File: src/cocs_regs.svh
// Offsets, field positions, codes and reset values of the CAN object handler.
// Included by the package and by the design modules; definitions only.
`ifndef COCS_REGS_SVH
`define COCS_REGS_SVH

// Object indexes seen from the network
`define COCS_OBJ_DIAG_CLEAR     16'h221f
`define COCS_OBJ_RUN_STOP       16'h2220
`define COCS_OBJ_STATUS         16'h2221

// Receive process data object: byte n (1-based) sits at bits 8*(n-1)+7:8*(n-1)
`define COCS_RX_W               32
`define COCS_RX_POS_LSB         0
`define COCS_RX_DIAG_LSB        16
`define COCS_RX_CMD_LSB         24

// Position demand codes
`define COCS_POS_FULL           16'h9c40
`define COCS_POS_MAX            16'hfaff
`define COCS_POS_RST            16'h0000

// Field positions inside the command bytes
`define COCS_DIAG_ACT_LSB       0
`define COCS_DIAG_LOG_LSB       2
`define COCS_RUN_LSB            0
`define COCS_CMD_BIT_GO         0
`define COCS_CMD_BIT_DIS        1

// Two-bit command codes
`define COCS_CODE_IDLE          2'h0
`define COCS_CODE_GO            2'h1

// Status byte layout
`define COCS_ST_OP_LSB          0
`define COCS_ST_DO_BIT          4
`define COCS_ST_DMD_LSB         5
`define COCS_ST_RST             8'h00

`endif

File: src/cocs_pkg.sv
// Types shared by the CAN object handler modules.
// Expects cocs_regs.svh on the include path.
`include "cocs_regs.svh"

package cocs_pkg;

    typedef enum logic [3:0]
    {
        COCS_OP_NORMAL   = 4'h0,
        COCS_OP_ALARM    = 4'h1,
        COCS_OP_ALARM_HI = 4'h2,
        COCS_OP_DERATE   = 4'h3,
        COCS_OP_CTRL_SD  = 4'h4,
        COCS_OP_LIMP_SD  = 4'h5,
        COCS_OP_ERROR    = 4'he,
        COCS_OP_NA       = 4'hf
    } cocs_op_status_t;

    typedef enum logic [2:0]
    {
        COCS_DMD_PRIMARY     = 3'h0,
        COCS_DMD_PRI_BKP_FLT = 3'h1,
        COCS_DMD_BACKUP      = 3'h2,
        COCS_DMD_ALL_FAILED  = 3'h3,
        COCS_DMD_PRI_DELAYED = 3'h4,
        COCS_DMD_RESERVED    = 3'h5,
        COCS_DMD_ERROR       = 3'h6,
        COCS_DMD_NA          = 3'h7
    } cocs_dmd_state_t;

    // Index of each edge-triggered command channel
    typedef enum int
    {
        COCS_CH_CLR_ACT = 0,
        COCS_CH_CLR_LOG = 1,
        COCS_CH_STOP    = 2
    } cocs_chan_t;

endpackage

File: src/cocs_cmd_if.sv
// Carrier between the handler and one edge-triggered command decoder.
// Same clock on both sides; strobe is a one-cycle pulse.
`timescale 1ns/1ns

interface cocs_cmd_if;
    logic       strobe;
    logic       hold;
    logic [1:0] code;
    logic       fire;

    modport src
    (
        output strobe,
        output hold,
        output code,
        input  fire
    );

    modport dec
    (
        input  strobe,
        input  hold,
        input  code,
        output fire
    );
endinterface

File: src/cocs_edge_cmd.sv
// Edge-triggered two-bit command decoder: go bit plus disable bit.
// Assumes one strobe per received message, in the ref_clk domain.
`timescale 1ns/1ns
`include "cocs_regs.svh"

module cocs_edge_cmd
    import cocs_pkg::*;
(
    input  wire logic ref_clk,
    input  wire logic rst_b,
    cocs_cmd_if.dec   cmd
);

    logic prev_go_reg;
    logic armed_reg;
    logic fire_reg;
    logic edge_ok;

    // Rising go bit, not disabled, decoder re-armed; codes 10 and 11 idle
    assign edge_ok = armed_reg && !prev_go_reg
                     && (cmd.code == `COCS_CODE_GO);

    //////////////////////////////////////////////////////////////////////////
    // Previous go bit between successive messages
    always_ff @(posedge ref_clk)
    begin
        if (!rst_b)
            prev_go_reg <= 1'b0;
        else if (cmd.strobe)
            prev_go_reg <= cmd.code[`COCS_CMD_BIT_GO];
    end

    //////////////////////////////////////////////////////////////////////////
    // A late message keeps the last code but disarms until 00 is seen
    always_ff @(posedge ref_clk)
    begin
        if (!rst_b)
            armed_reg <= 1'b1;
        else if (cmd.strobe && cmd.code == `COCS_CODE_IDLE)
            armed_reg <= 1'b1;
        else if (cmd.hold && !cmd.strobe)
            armed_reg <= 1'b0;
    end

    always_ff @(posedge ref_clk)
    begin
        if (!rst_b)
            fire_reg <= 1'b0;
        else
            fire_reg <= cmd.strobe && edge_ok;
    end

    assign cmd.fire = fire_reg;

endmodule

File: src/cocs_handler.sv
// CAN object handler: position demand check, command bytes, status byte.
// Overview of operation
// Demand above 100 % code flags out-of-range and clamps to 100 %.
// Demand above maximum code raises demand fault, setpoint forced zero.
// Demand indication is unsigned 16 bit, valid only with CAN source.
// Clear active diagnostics on rising clear bit, only when not disabled.
// Clear logged diagnostics on rising third bit, fourth bit not set.
// Active clear matters only with latching; else faults drop themselves.
// Clear codes: 00 none, 01 clear, 10 and 11 no action.
// On message timeout hold last value; holding causes no clearing.
// After resume, a 00 must be seen before the next 01 acts.
// Clear-diagnostics command is byte three of receive PDO one.
// Run/stop command acts only when run permission source is CAN.
// Stop only on rising stop bit while stop-disable bit is zero.
// Run/stop codes: 00 run, 01 stop, 10 and 11 no action.
// Run/stop is byte four of receive PDO one; upper six bits spare.
// Status byte: 4-bit operating status, output bit, 3-bit demand state.
// Most severe present operating condition is reported.
// Operating codes 0 to 5 by severity, E error, F not available.
// Discrete output bit shows commanded output state, one is on.
// Demand state codes 0 to 4, 5 reserved, 6 error, 7 not available.
// Only extended 29-bit identifier frames are accepted.
// Position setpoint accepted only while a setpoint source is CAN.
// Previous command bits are kept to find rising edges.
// Assumes the CAN controller hands over decoded PDO bytes on ref_clk.
`timescale 1ns/1ns
`include "cocs_regs.svh"

module cocs_handler
    import cocs_pkg::*;
#(
    parameter int RX_W   = `COCS_RX_W,
    parameter int N_CHAN = 3
)
(
    input  wire logic              ref_clk,
    input  wire logic              rst_b,
    // Receive process data object
    input  wire logic              rx_valid,
    input  wire logic              rx_extended,
    input  wire logic [RX_W-1:0]   rx_data,
    input  wire logic              rx_timeout,
    // Configuration
    input  wire logic              dmd_src_can,
    input  wire logic              run_src_can,
    input  wire logic              fault_latch_en,
    // Conditions feeding the status byte
    input  wire logic              cond_alarm,
    input  wire logic              cond_alarm_hi,
    input  wire logic              cond_derate,
    input  wire logic              cond_ctrl_sd,
    input  wire logic              cond_limp_sd,
    input  wire logic              cond_error,
    input  wire logic              discrete_out_on,
    input  wire logic [2:0]        dmd_state_in,
    // Results
    output logic [15:0]            can_demand,
    output logic                   can_demand_valid,
    output logic [15:0]            setpoint,
    output logic                   dmd_oor_active,
    output logic                   dmd_fault_active,
    output logic                   clr_active_pulse,
    output logic                   clr_logged_pulse,
    output logic                   stop_active,
    output logic [7:0]             status_byte
);

    logic                 frame_ok;
    logic [15:0]          rx_pos;
    logic [7:0]           rx_diag;
    logic [7:0]           rx_cmd;
    logic                 pos_over_full;
    logic                 pos_over_max;
    logic [1:0]           chan_code [N_CHAN];
    logic [N_CHAN-1:0]    chan_strobe;
    logic [N_CHAN-1:0]    chan_fire;

    logic [15:0]          can_demand_reg;
    logic [15:0]          setpoint_reg;
    logic                 cause_oor_reg;
    logic                 cause_flt_reg;
    logic                 oor_latch_reg;
    logic                 flt_latch_reg;
    logic                 clr_act_reg;
    logic                 clr_log_reg;
    logic                 stop_reg;
    logic [7:0]           status_reg;
    cocs_op_status_t      op_next;
    cocs_dmd_state_t      dmd_next;

    //////////////////////////////////////////////////////////////////////////
    // Frame acceptance and byte extraction

    assign frame_ok = rx_valid && rx_extended;
    assign rx_pos   = rx_data[`COCS_RX_POS_LSB +: 16];
    assign rx_diag  = rx_data[`COCS_RX_DIAG_LSB +: 8];
    // Upper six bits of the command byte are spare and ignored
    assign rx_cmd   = rx_data[`COCS_RX_CMD_LSB +: 8];

    assign pos_over_full = rx_pos > `COCS_POS_FULL;
    assign pos_over_max  = rx_pos > `COCS_POS_MAX;

    //////////////////////////////////////////////////////////////////////////
    // Position demand

    always_ff @(posedge ref_clk)
    begin
        if (!rst_b)
            can_demand_reg <= `COCS_POS_RST;
        else if (frame_ok && dmd_src_can)
            can_demand_reg <= rx_pos;
    end

    always_ff @(posedge ref_clk)
    begin
        if (!rst_b)
            setpoint_reg <= `COCS_POS_RST;
        else if (frame_ok && dmd_src_can)
        begin
            if (pos_over_max)
                setpoint_reg <= `COCS_POS_RST;
            else if (pos_over_full)
                setpoint_reg <= `COCS_POS_FULL;
            else
                setpoint_reg <= rx_pos;
        end
    end

    // Causes follow the last accepted demand; dropped if CAN is deselected
    always_ff @(posedge ref_clk)
    begin
        if (!rst_b)
        begin
            cause_oor_reg <= 1'b0;
            cause_flt_reg <= 1'b0;
        end
        else if (!dmd_src_can)
        begin
            cause_oor_reg <= 1'b0;
            cause_flt_reg <= 1'b0;
        end
        else if (frame_ok)
        begin
            cause_oor_reg <= pos_over_full && !pos_over_max;
            cause_flt_reg <= pos_over_max;
        end
    end

    //////////////////////////////////////////////////////////////////////////
    // Active fault flags: latched only when latching is configured.
    // A cause present in the clearing cycle keeps the flag set.

    always_ff @(posedge ref_clk)
    begin
        if (!rst_b)
            oor_latch_reg <= 1'b0;
        else if (!fault_latch_en)
            oor_latch_reg <= cause_oor_reg;
        else if (cause_oor_reg)
            oor_latch_reg <= 1'b1;
        else if (chan_fire[COCS_CH_CLR_ACT])
            oor_latch_reg <= 1'b0;
    end

    always_ff @(posedge ref_clk)
    begin
        if (!rst_b)
            flt_latch_reg <= 1'b0;
        else if (!fault_latch_en)
            flt_latch_reg <= cause_flt_reg;
        else if (cause_flt_reg)
            flt_latch_reg <= 1'b1;
        else if (chan_fire[COCS_CH_CLR_ACT])
            flt_latch_reg <= 1'b0;
    end

    //////////////////////////////////////////////////////////////////////////
    // Edge-triggered command channels

    assign chan_code[COCS_CH_CLR_ACT] =
        rx_diag[`COCS_DIAG_ACT_LSB +: 2];
    assign chan_code[COCS_CH_CLR_LOG] =
        rx_diag[`COCS_DIAG_LOG_LSB +: 2];
    assign chan_code[COCS_CH_STOP]    =
        rx_cmd[`COCS_RUN_LSB +: 2];

    assign chan_strobe[COCS_CH_CLR_ACT] = frame_ok;
    assign chan_strobe[COCS_CH_CLR_LOG] = frame_ok;
    // Stop channel blind unless the run permission comes from CAN
    assign chan_strobe[COCS_CH_STOP]    = frame_ok && run_src_can;

    generate
        for (genvar ch = 0; ch < N_CHAN; ch++)
        begin : g_chan
            cocs_cmd_if cmd_bus ();

            assign cmd_bus.strobe = chan_strobe[ch];
            assign cmd_bus.hold   = rx_timeout;
            assign cmd_bus.code   = chan_code[ch];
            assign chan_fire[ch]  = cmd_bus.fire;

            cocs_edge_cmd u_edge
            (
                .ref_clk (ref_clk),
                .rst_b   (rst_b),
                .cmd     (cmd_bus.dec)
            );
        end
    endgenerate

    //////////////////////////////////////////////////////////////////////////
    // Command results

    // Without latching an active clear has nothing to act on
    always_ff @(posedge ref_clk)
    begin
        if (!rst_b)
            clr_act_reg <= 1'b0;
        else
            clr_act_reg <= chan_fire[COCS_CH_CLR_ACT]
                           && fault_latch_en;
    end

    always_ff @(posedge ref_clk)
    begin
        if (!rst_b)
            clr_log_reg <= 1'b0;
        else
            clr_log_reg <= chan_fire[COCS_CH_CLR_LOG];
    end

    // Stop on a rising edge; a received 00 releases it as a level
    always_ff @(posedge ref_clk)
    begin
        if (!rst_b)
            stop_reg <= 1'b0;
        else if (!run_src_can)
            stop_reg <= 1'b0;
        else if (chan_fire[COCS_CH_STOP])
            stop_reg <= 1'b1;
        else if (chan_strobe[COCS_CH_STOP]
                 && chan_code[COCS_CH_STOP] == `COCS_CODE_IDLE)
            stop_reg <= 1'b0;
    end

    //////////////////////////////////////////////////////////////////////////
    // Status byte

    always_comb
    begin
        if (cond_error)
            op_next = COCS_OP_ERROR;
        else if (cond_limp_sd)
            op_next = COCS_OP_LIMP_SD;
        else if (cond_ctrl_sd)
            op_next = COCS_OP_CTRL_SD;
        else if (cond_derate)
            op_next = COCS_OP_DERATE;
        else if (cond_alarm_hi)
            op_next = COCS_OP_ALARM_HI;
        else if (cond_alarm)
            op_next = COCS_OP_ALARM;
        else
            op_next = COCS_OP_NORMAL;
    end

    // Reserved demand code is not passed on; shown as error instead
    always_comb
    begin
        if (dmd_state_in == COCS_DMD_RESERVED)
            dmd_next = COCS_DMD_ERROR;
        else
            dmd_next = cocs_dmd_state_t'(dmd_state_in);
    end

    always_ff @(posedge ref_clk)
    begin
        if (!rst_b)
            status_reg <= `COCS_ST_RST;
        else
        begin
            status_reg[`COCS_ST_OP_LSB +: 4]  <= op_next;
            status_reg[`COCS_ST_DO_BIT]       <= discrete_out_on;
            status_reg[`COCS_ST_DMD_LSB +: 3] <= dmd_next;
        end
    end

    //////////////////////////////////////////////////////////////////////////
    // Outputs

    assign can_demand       = can_demand_reg;
    assign can_demand_valid = dmd_src_can;
    assign setpoint         = setpoint_reg;
    assign dmd_oor_active   = oor_latch_reg;
    assign dmd_fault_active = flt_latch_reg;
    assign clr_active_pulse = clr_act_reg;
    assign clr_logged_pulse = clr_log_reg;
    assign stop_active      = stop_reg;
    assign status_byte      = status_reg;

endmodule

File: config.mk
export PLATFORM = sky130hd
export DESIGN_NAME = cocs_handler
export DESIGN_NICKNAME = d
export VERILOG_FILES = /design/src/cocs_pkg.sv /design/src/cocs_cmd_if.sv /design/src/cocs_edge_cmd.sv /design/src/cocs_handler.sv
export VERILOG_INCLUDE_DIRS = /design/src
export SDC_FILE = /design/constraint.sdc
export NUM_CORES = 1
export LEC_CHECK = 0
export ABC_AREA = 1
export BUFFER_PORTS_ARGS = -buffer_cell sky130_fd_sc_hd__buf_2
export CAP_MARGIN = 15
export CORE_MARGIN = 2
export CORE_UTILIZATION = 30
export DETAILED_ROUTE_END_ITERATION = 10
export PLACE_DENSITY = 0.56
export SETUP_SLACK_MARGIN = 0.2
export SYNTH_ARGS = -nofsm -noshare
export SYNTH_HDL_FRONTEND = slang
export SYNTH_HIERARCHICAL = 1
export SYNTH_SLANG_ARGS = --single-unit
File: constraint.sdc
create_clock -name ref_clk -period 2.01 [get_ports ref_clk]
set_input_delay 0.1005 -clock ref_clk [delete_from_list [all_inputs] [get_ports ref_clk]]
set_output_delay 0.1005 -clock ref_clk [all_outputs]
set_load 0.01 [all_outputs]
# Word-level counts from Yosys, hierarchy flattened
# Cells that the tools add are included.
[word_totals]
register_bits = 56
latchBits = 0
mem_bits_rw = 0
romBits = 0
in_bits = 50
mem_count = 0
[op_classes]
addsub = 0
n_mul = 0
n_div = 0
magnitude_cmp = 2
n_eq_ne = 6
n_shift = 0
mux = 16
bitwise = 1
n_reduce_logical = 36
[ops]
columns = ["cell", "count"]
rows = [
  ["$gt 16x16->1 const B", 2],
  ["$mux 16", 2],
  ["$logic_and 1x1->1", 19],
  ["$reduce_or 2->1", 5],
  ["$mux 3", 3],
  ["$mux 1", 8],
  ["$eq 2x1->1 const B", 3],
  ["$logic_not 1->1", 6],
  ["$logic_not 2->1", 3],
  ["$ne 3x1->1 const B", 2],
  ["$mux 2", 2],
  ["$mux 4", 1],
  ["$reduce_and 2->1", 2],
  ["$eq 3x3->1 const B", 1],
  ["$reduce_bool 2->1", 1],
  ["$not 1->1", 1],
]

# Longest topological paths before layout
[depth]
depth_word = 6
ltp_mapped = 9

# By module
# Netlist, hierarchy kept.
[modules_own_cells]
columns = ["mod", "instances", "cells_each", "area_each_um2", "seq_area_each_um2"]
rows = [
  ["cocs_handler", 1, 236, 1899.3, 940.9],
  ["cocs_edge_cmd", 3, 15, 112.6, 60.1],
]

# Worst setup path after synthesis
# Ideal clock, no wire load.
[synth_path]
path_kind = "input port to flip-flop"
from = "input port rx_valid"
to = "register can_demand_reg[10], in the netlist can_demand[10]"
setup_ns = 0.119
arrival_time_ns = 0.880
t_required_ns = 1.891
setup_slack_ns = 1.011
stages = 7
n_path_buf = 2
cell_sequence = "nand2_1 > inv_2 > nand2_1 > inv_2 > buf_2 > buf_2 > a21oi_1"
[synth_via]
elab_chain_len = 2
[synth_rtl]
columns = ["item", "line_no", "source"]
rows = [
  ["start, declared", "cocs_handler.sv:39", "input wire logic rx_valid,"],
  ["$logic_and 1x1->1", "cocs_handler.sv:94", "assign frame_ok = rx_valid && rx_extended;"],
  ["via frame_ok", "cocs_handler.sv:68", "logic frame_ok;"],
  ["$logic_and 1x1->1", "cocs_handler.sv:110", "else if (frame_ok && dmd_src_can)"],
  ["end signal, assigned", "cocs_handler.sv:109", "can_demand_reg <= `COCS_POS_RST;"],
  ["end signal, assigned", "cocs_handler.sv:111", "can_demand_reg <= rx_pos;"],
  ["end, declared", "cocs_handler.sv:78", "logic [15:0] can_demand_reg;"],
]
# The timed path passes the listed nets, and every way through them passes these cells.
# A chain may end at the register's enable or synchronous reset.

# Final worst setup path
[layout_path]
from = "input port rx_valid"
to = "register setpoint_reg[8], in the netlist setpoint[8]"
[layout_via]
elab_chain_len = 2
[layout_rtl]
columns = ["item", "line_no", "source"]
rows = [
  ["$logic_and 1x1->1", "cocs_handler.sv:94", ""],
  ["via frame_ok", "cocs_handler.sv:68", ""],
  ["$logic_and 1x1->1", "cocs_handler.sv:118", "else if (frame_ok && dmd_src_can)"],
  ["end signal, assigned", "cocs_handler.sv:117", "setpoint_reg <= `COCS_POS_RST;"],
  ["end signal, assigned", "cocs_handler.sv:121", "setpoint_reg <= `COCS_POS_RST;"],
  ["end signal, assigned", "cocs_handler.sv:123", "setpoint_reg <= `COCS_POS_FULL;"],
  ["end, declared", "cocs_handler.sv:79", "logic [15:0] setpoint_reg;"],
]
# The timed path passes the listed nets, and every way through them passes these cells.

==> impl_metrics.ini <==
[clocking]
cts_inserted_buffers = 5
cts-htree-levels = 2
worstSkewPairLatency_ns = 0.30
clock_path_buffers = 2
holdBufCountCts = 3
path_clk_slew_ns = 0.09
clock_root_cell = sky130_fd_sc_hd__clkbuf_8
cts_sinks = 56
cts_tree = yes
cts_setup_buffers = 0
post_cts_resize_count = 0

[setup_path]
critPathKind = in2reg
rr_worst_depth = 3
worst_setup_ep_type = flop
worst_r2r_startpoint = g_chan[0].u_edge/cmd.fire
cp_data_arrival_time_ns = 1.29
r2r_setup_slack_ns = 1.32
timing.critical_path.required_ns = 2.25
worst_r2r_endpoint = dmd_oor_active
crit_path_max_fanout = 24
cp-start-kind = primary input

[global_route]
grt_overflow_total = 0
grt_max_degree = 29
grt_pass1_vias = 1906
wire_length_of_the_first_global_routing_pass_um = 8825
track_usage_pct = 13.33
grt_antenna_before_repair = 0

[power_and_ir_drop]
swShare_pct = 24.68
power.density_nw_per_um2 = 751.0
netSwitchingPower_uw = 533.9
power.ir.vdd_worst_v = 0.0002894
power.share.clock_pct = 33.5
p_comb_share_pct = 12.3
p_int_mw = 1.629
p_seq_share_pct = 54.2
power.static_leakage_nw = 1.358
total_power_mw = 2.163

[drt]
vias = 2037
drt_pre_antenna_iters = 4
route.detailed.wl_per_inst_um = 11.64
route.antenna.remaining_nets = 0
drt_first_iter_violations = 77
remaining_drc_errors = 0
final_wirelength_um = 5438
viasPerCell = 4.362

[logic_synthesis]
synth_cell_types = 24
mappedNetlistNets = 331
synthCells = 281
ys_ff_latch = 56
syn_avg_cell_area_um2 = 7.961
synth_seq_area_share_pct = 50.11
synth_warnings = 6
post_synth_instance_area_um2 = 2237

[final_layout]
net_count_of_the_finished_layout = 417
area_delta_synth_final_pct = 28.75
layout.cell_area.non_filler_um2 = 2880
number_of_antenna_repair_diodes = 0
layout-drive-gt1-share_pct = 34.51

[floorplan]
effective_utilization_at_floorplan_pct = 30.84
placementRows = 31
core_box_area_um2 = 7253
num_io_pins = 96
die_x_um = 90.36
dieArea_um2 = 8164
die-height_um = 90.36

[timing]
worst_slew_pin_slew_ns = 0.5910
layout_worst_path_cycle_share_pct = 52.32
grt_setup_unrepaired = false
totalNegativeSetupSlack_ns = 0
finalCriticalPeriod_ns = 1.052
final-setup-viol-count = 0
achievable-frequency_mhz = 950.8
worst_slew_margin_rel_pct = 60.54
final_max_slew_viol_count = 0
hold_viol_final = 0
final_setup_skew_ns = 0.001141
postLayoutSetupSlackWorst_ns = 0.9583

[place]
routabilityCongestion = 0.7934
buffer_ports.inserted = 85
dp_hpwl_um = 3923
postPlaceCellArea_um2 = 2743
dp_worst_setup_slack_ns = 0.6412

[hold_path]
hold-path-cell-count = 3
timing.hold.worst.class = in2reg
hold-path-endpoint = status_byte[5]
hold_path.startpoint = dmd_state_in[0]

[run_status]
run_status = finished, final reports clean

[run]
max_cap_violations = 0
## worst max-delay path by stage
stage	start	to	slack, ns
final	rx_valid	setpoint[8]	0.96
after global routing	rx_valid	setpoint[15]	0.81
after CTS	rx_valid	setpoint[9]	0.96
after detailed placement	rx_valid	setpoint[5]	0.64
after global placement	rx_valid	setpoint[5]	0.63
after floorplan	rx_valid	can_demand[10]	1.01
## cell families after synthesis
group	after synthesis	synth area share, %
flops	56	50.11
compound gates	60	15.27
simple gates	122	25.90
buf+inv	43	8.725
## through the flow
stage | utilization [%] | cells | hold WS [ns]
6_report | 39.71 | 467 | 0.02374
2_1_floorplan | - | 281 | 0.1729
5_1_grt | 39.71 | 467 | 0.02438
4_1_cts | 39.71 | 467 | 0.008999
3_5_place_dp | 37.81 | 456 | 0.2772
3_3_place_gp | 37.81 | 456 | 0.2755
## cell type report
type	instances	area (µm²)
fillers	762	4373
flip-flops and latches	56	1121
multi-input cells	182	920.9
repair buffers	91	490.5
well taps	99	123.9
inverters	31	116.4
clock buffers	6	72.57
clock inverters	2	35.03
## power groups by stage
stage / combinational, mW / clock [mW] / sequential (mW)
after floorplan: 0.133 / 0 / 1.22
after global placement: 0.263 / 0 / 1.20
after detailed placement: 0.265 / 0 / 1.20
after CTS: 0.270 / 0.758 / 1.17
after global routing: 0.299 / 0.809 / 1.18
final: 0.267 / 0.724 / 1.17
## placed cells by master, fill, tap and decap left out, types with 2 or more instances in the layout
cell	synthesis	routed
sky130_fd_sc_hd__buf_2	5	85
sky130_fd_sc_hd__nand2_1	61	61
sky130_fd_sc_hd__dfxtp_1	56	56
sky130_fd_sc_hd__a21oi_1	28	28
sky130_fd_sc_hd__inv_1	26	26
sky130_fd_sc_hd__nor2_1	25	25
sky130_fd_sc_hd__o21ai_0	18	18
sky130_fd_sc_hd__nand3_1	11	11
sky130_fd_sc_hd__nand3_2	10	10
sky130_fd_sc_hd__a21oi_2	10	10
sky130_fd_sc_hd__inv_2	5	5
sky130_fd_sc_hd__clkbuf_8	0	5
sky130_fd_sc_hd__nand2_2	4	4
sky130_fd_sc_hd__or2_0	3	3
sky130_fd_sc_hd__nand4_1	3	3
sky130_fd_sc_hd__dlygate4sd3_1	0	3
sky130_fd_sc_hd__nor3_1	2	2
sky130_fd_sc_hd__o21ai_1	2	2
sky130_fd_sc_hd__buf_4	3	2
## metal layers
layer	share of wire, %	up-vias	GRT usage (%)
met5	0	-	0
met4	1.4	0	4.487
met3	6.7	6	4.174
met2	45	59	21.49
met1	47	901	16.92
li1	-	1071	-
## worst max-delay path, cell delays in order
cell	delay (ns)
sky130_fd_sc_hd__buf_2	0.07
sky130_fd_sc_hd__nand2_1	0.12
sky130_fd_sc_hd__inv_2	0.18
sky130_fd_sc_hd__nand2_1	0.10
sky130_fd_sc_hd__inv_2	0.30
sky130_fd_sc_hd__buf_12	0.21
sky130_fd_sc_hd__nand3_2	0.09
sky130_fd_sc_hd__a21oi_2	0.12
## Yosys cell counts
cell / number / area (µm²)
sky130_fd_sc_hd__buf_12: 1 / 20.02
sky130_fd_sc_hd__nand4_1: 3 / 18.77
sky130_fd_sc_hd__inv_1: 26 / 97.59
sky130_fd_sc_hd__nor2_4: 1 / 11.26
sky130_fd_sc_hd__buf_2: 5 / 25.02
sky130_fd_sc_hd__inv_2: 5 / 18.77
sky130_fd_sc_hd__dfxtp_1: 56 / 1121
sky130_fd_sc_hd__a21oi_2: 10 / 87.58
sky130_fd_sc_hd__clkbuf_1: 3 / 11.26
sky130_fd_sc_hd__nand2_4: 1 / 11.26
sky130_fd_sc_hd__a31oi_1: 1 / 6.260
sky130_fd_sc_hd__a211oi_1: 1 / 7.510
sky130_fd_sc_hd__nor2_1: 25 / 93.84
sky130_fd_sc_hd__a21oi_1: 28 / 140.1
sky130_fd_sc_hd__or2_0: 3 / 18.77
sky130_fd_sc_hd__nand2_2: 4 / 25.02
sky130_fd_sc_hd__nand2_1: 61 / 229.0
sky130_fd_sc_hd__o21ai_0: 18 / 90.09
sky130_fd_sc_hd__o21ai_1: 2 / 10.01
sky130_fd_sc_hd__nand3_1: 11 / 55.05
sky130_fd_sc_hd__nor3_1: 2 / 10.01
sky130_fd_sc_hd__nor2_2: 1 / 6.260
sky130_fd_sc_hd__buf_4: 3 / 22.52
sky130_fd_sc_hd__nand3_2: 10 / 100.1
No activity file was read; power rests on OpenSTA's default activity.
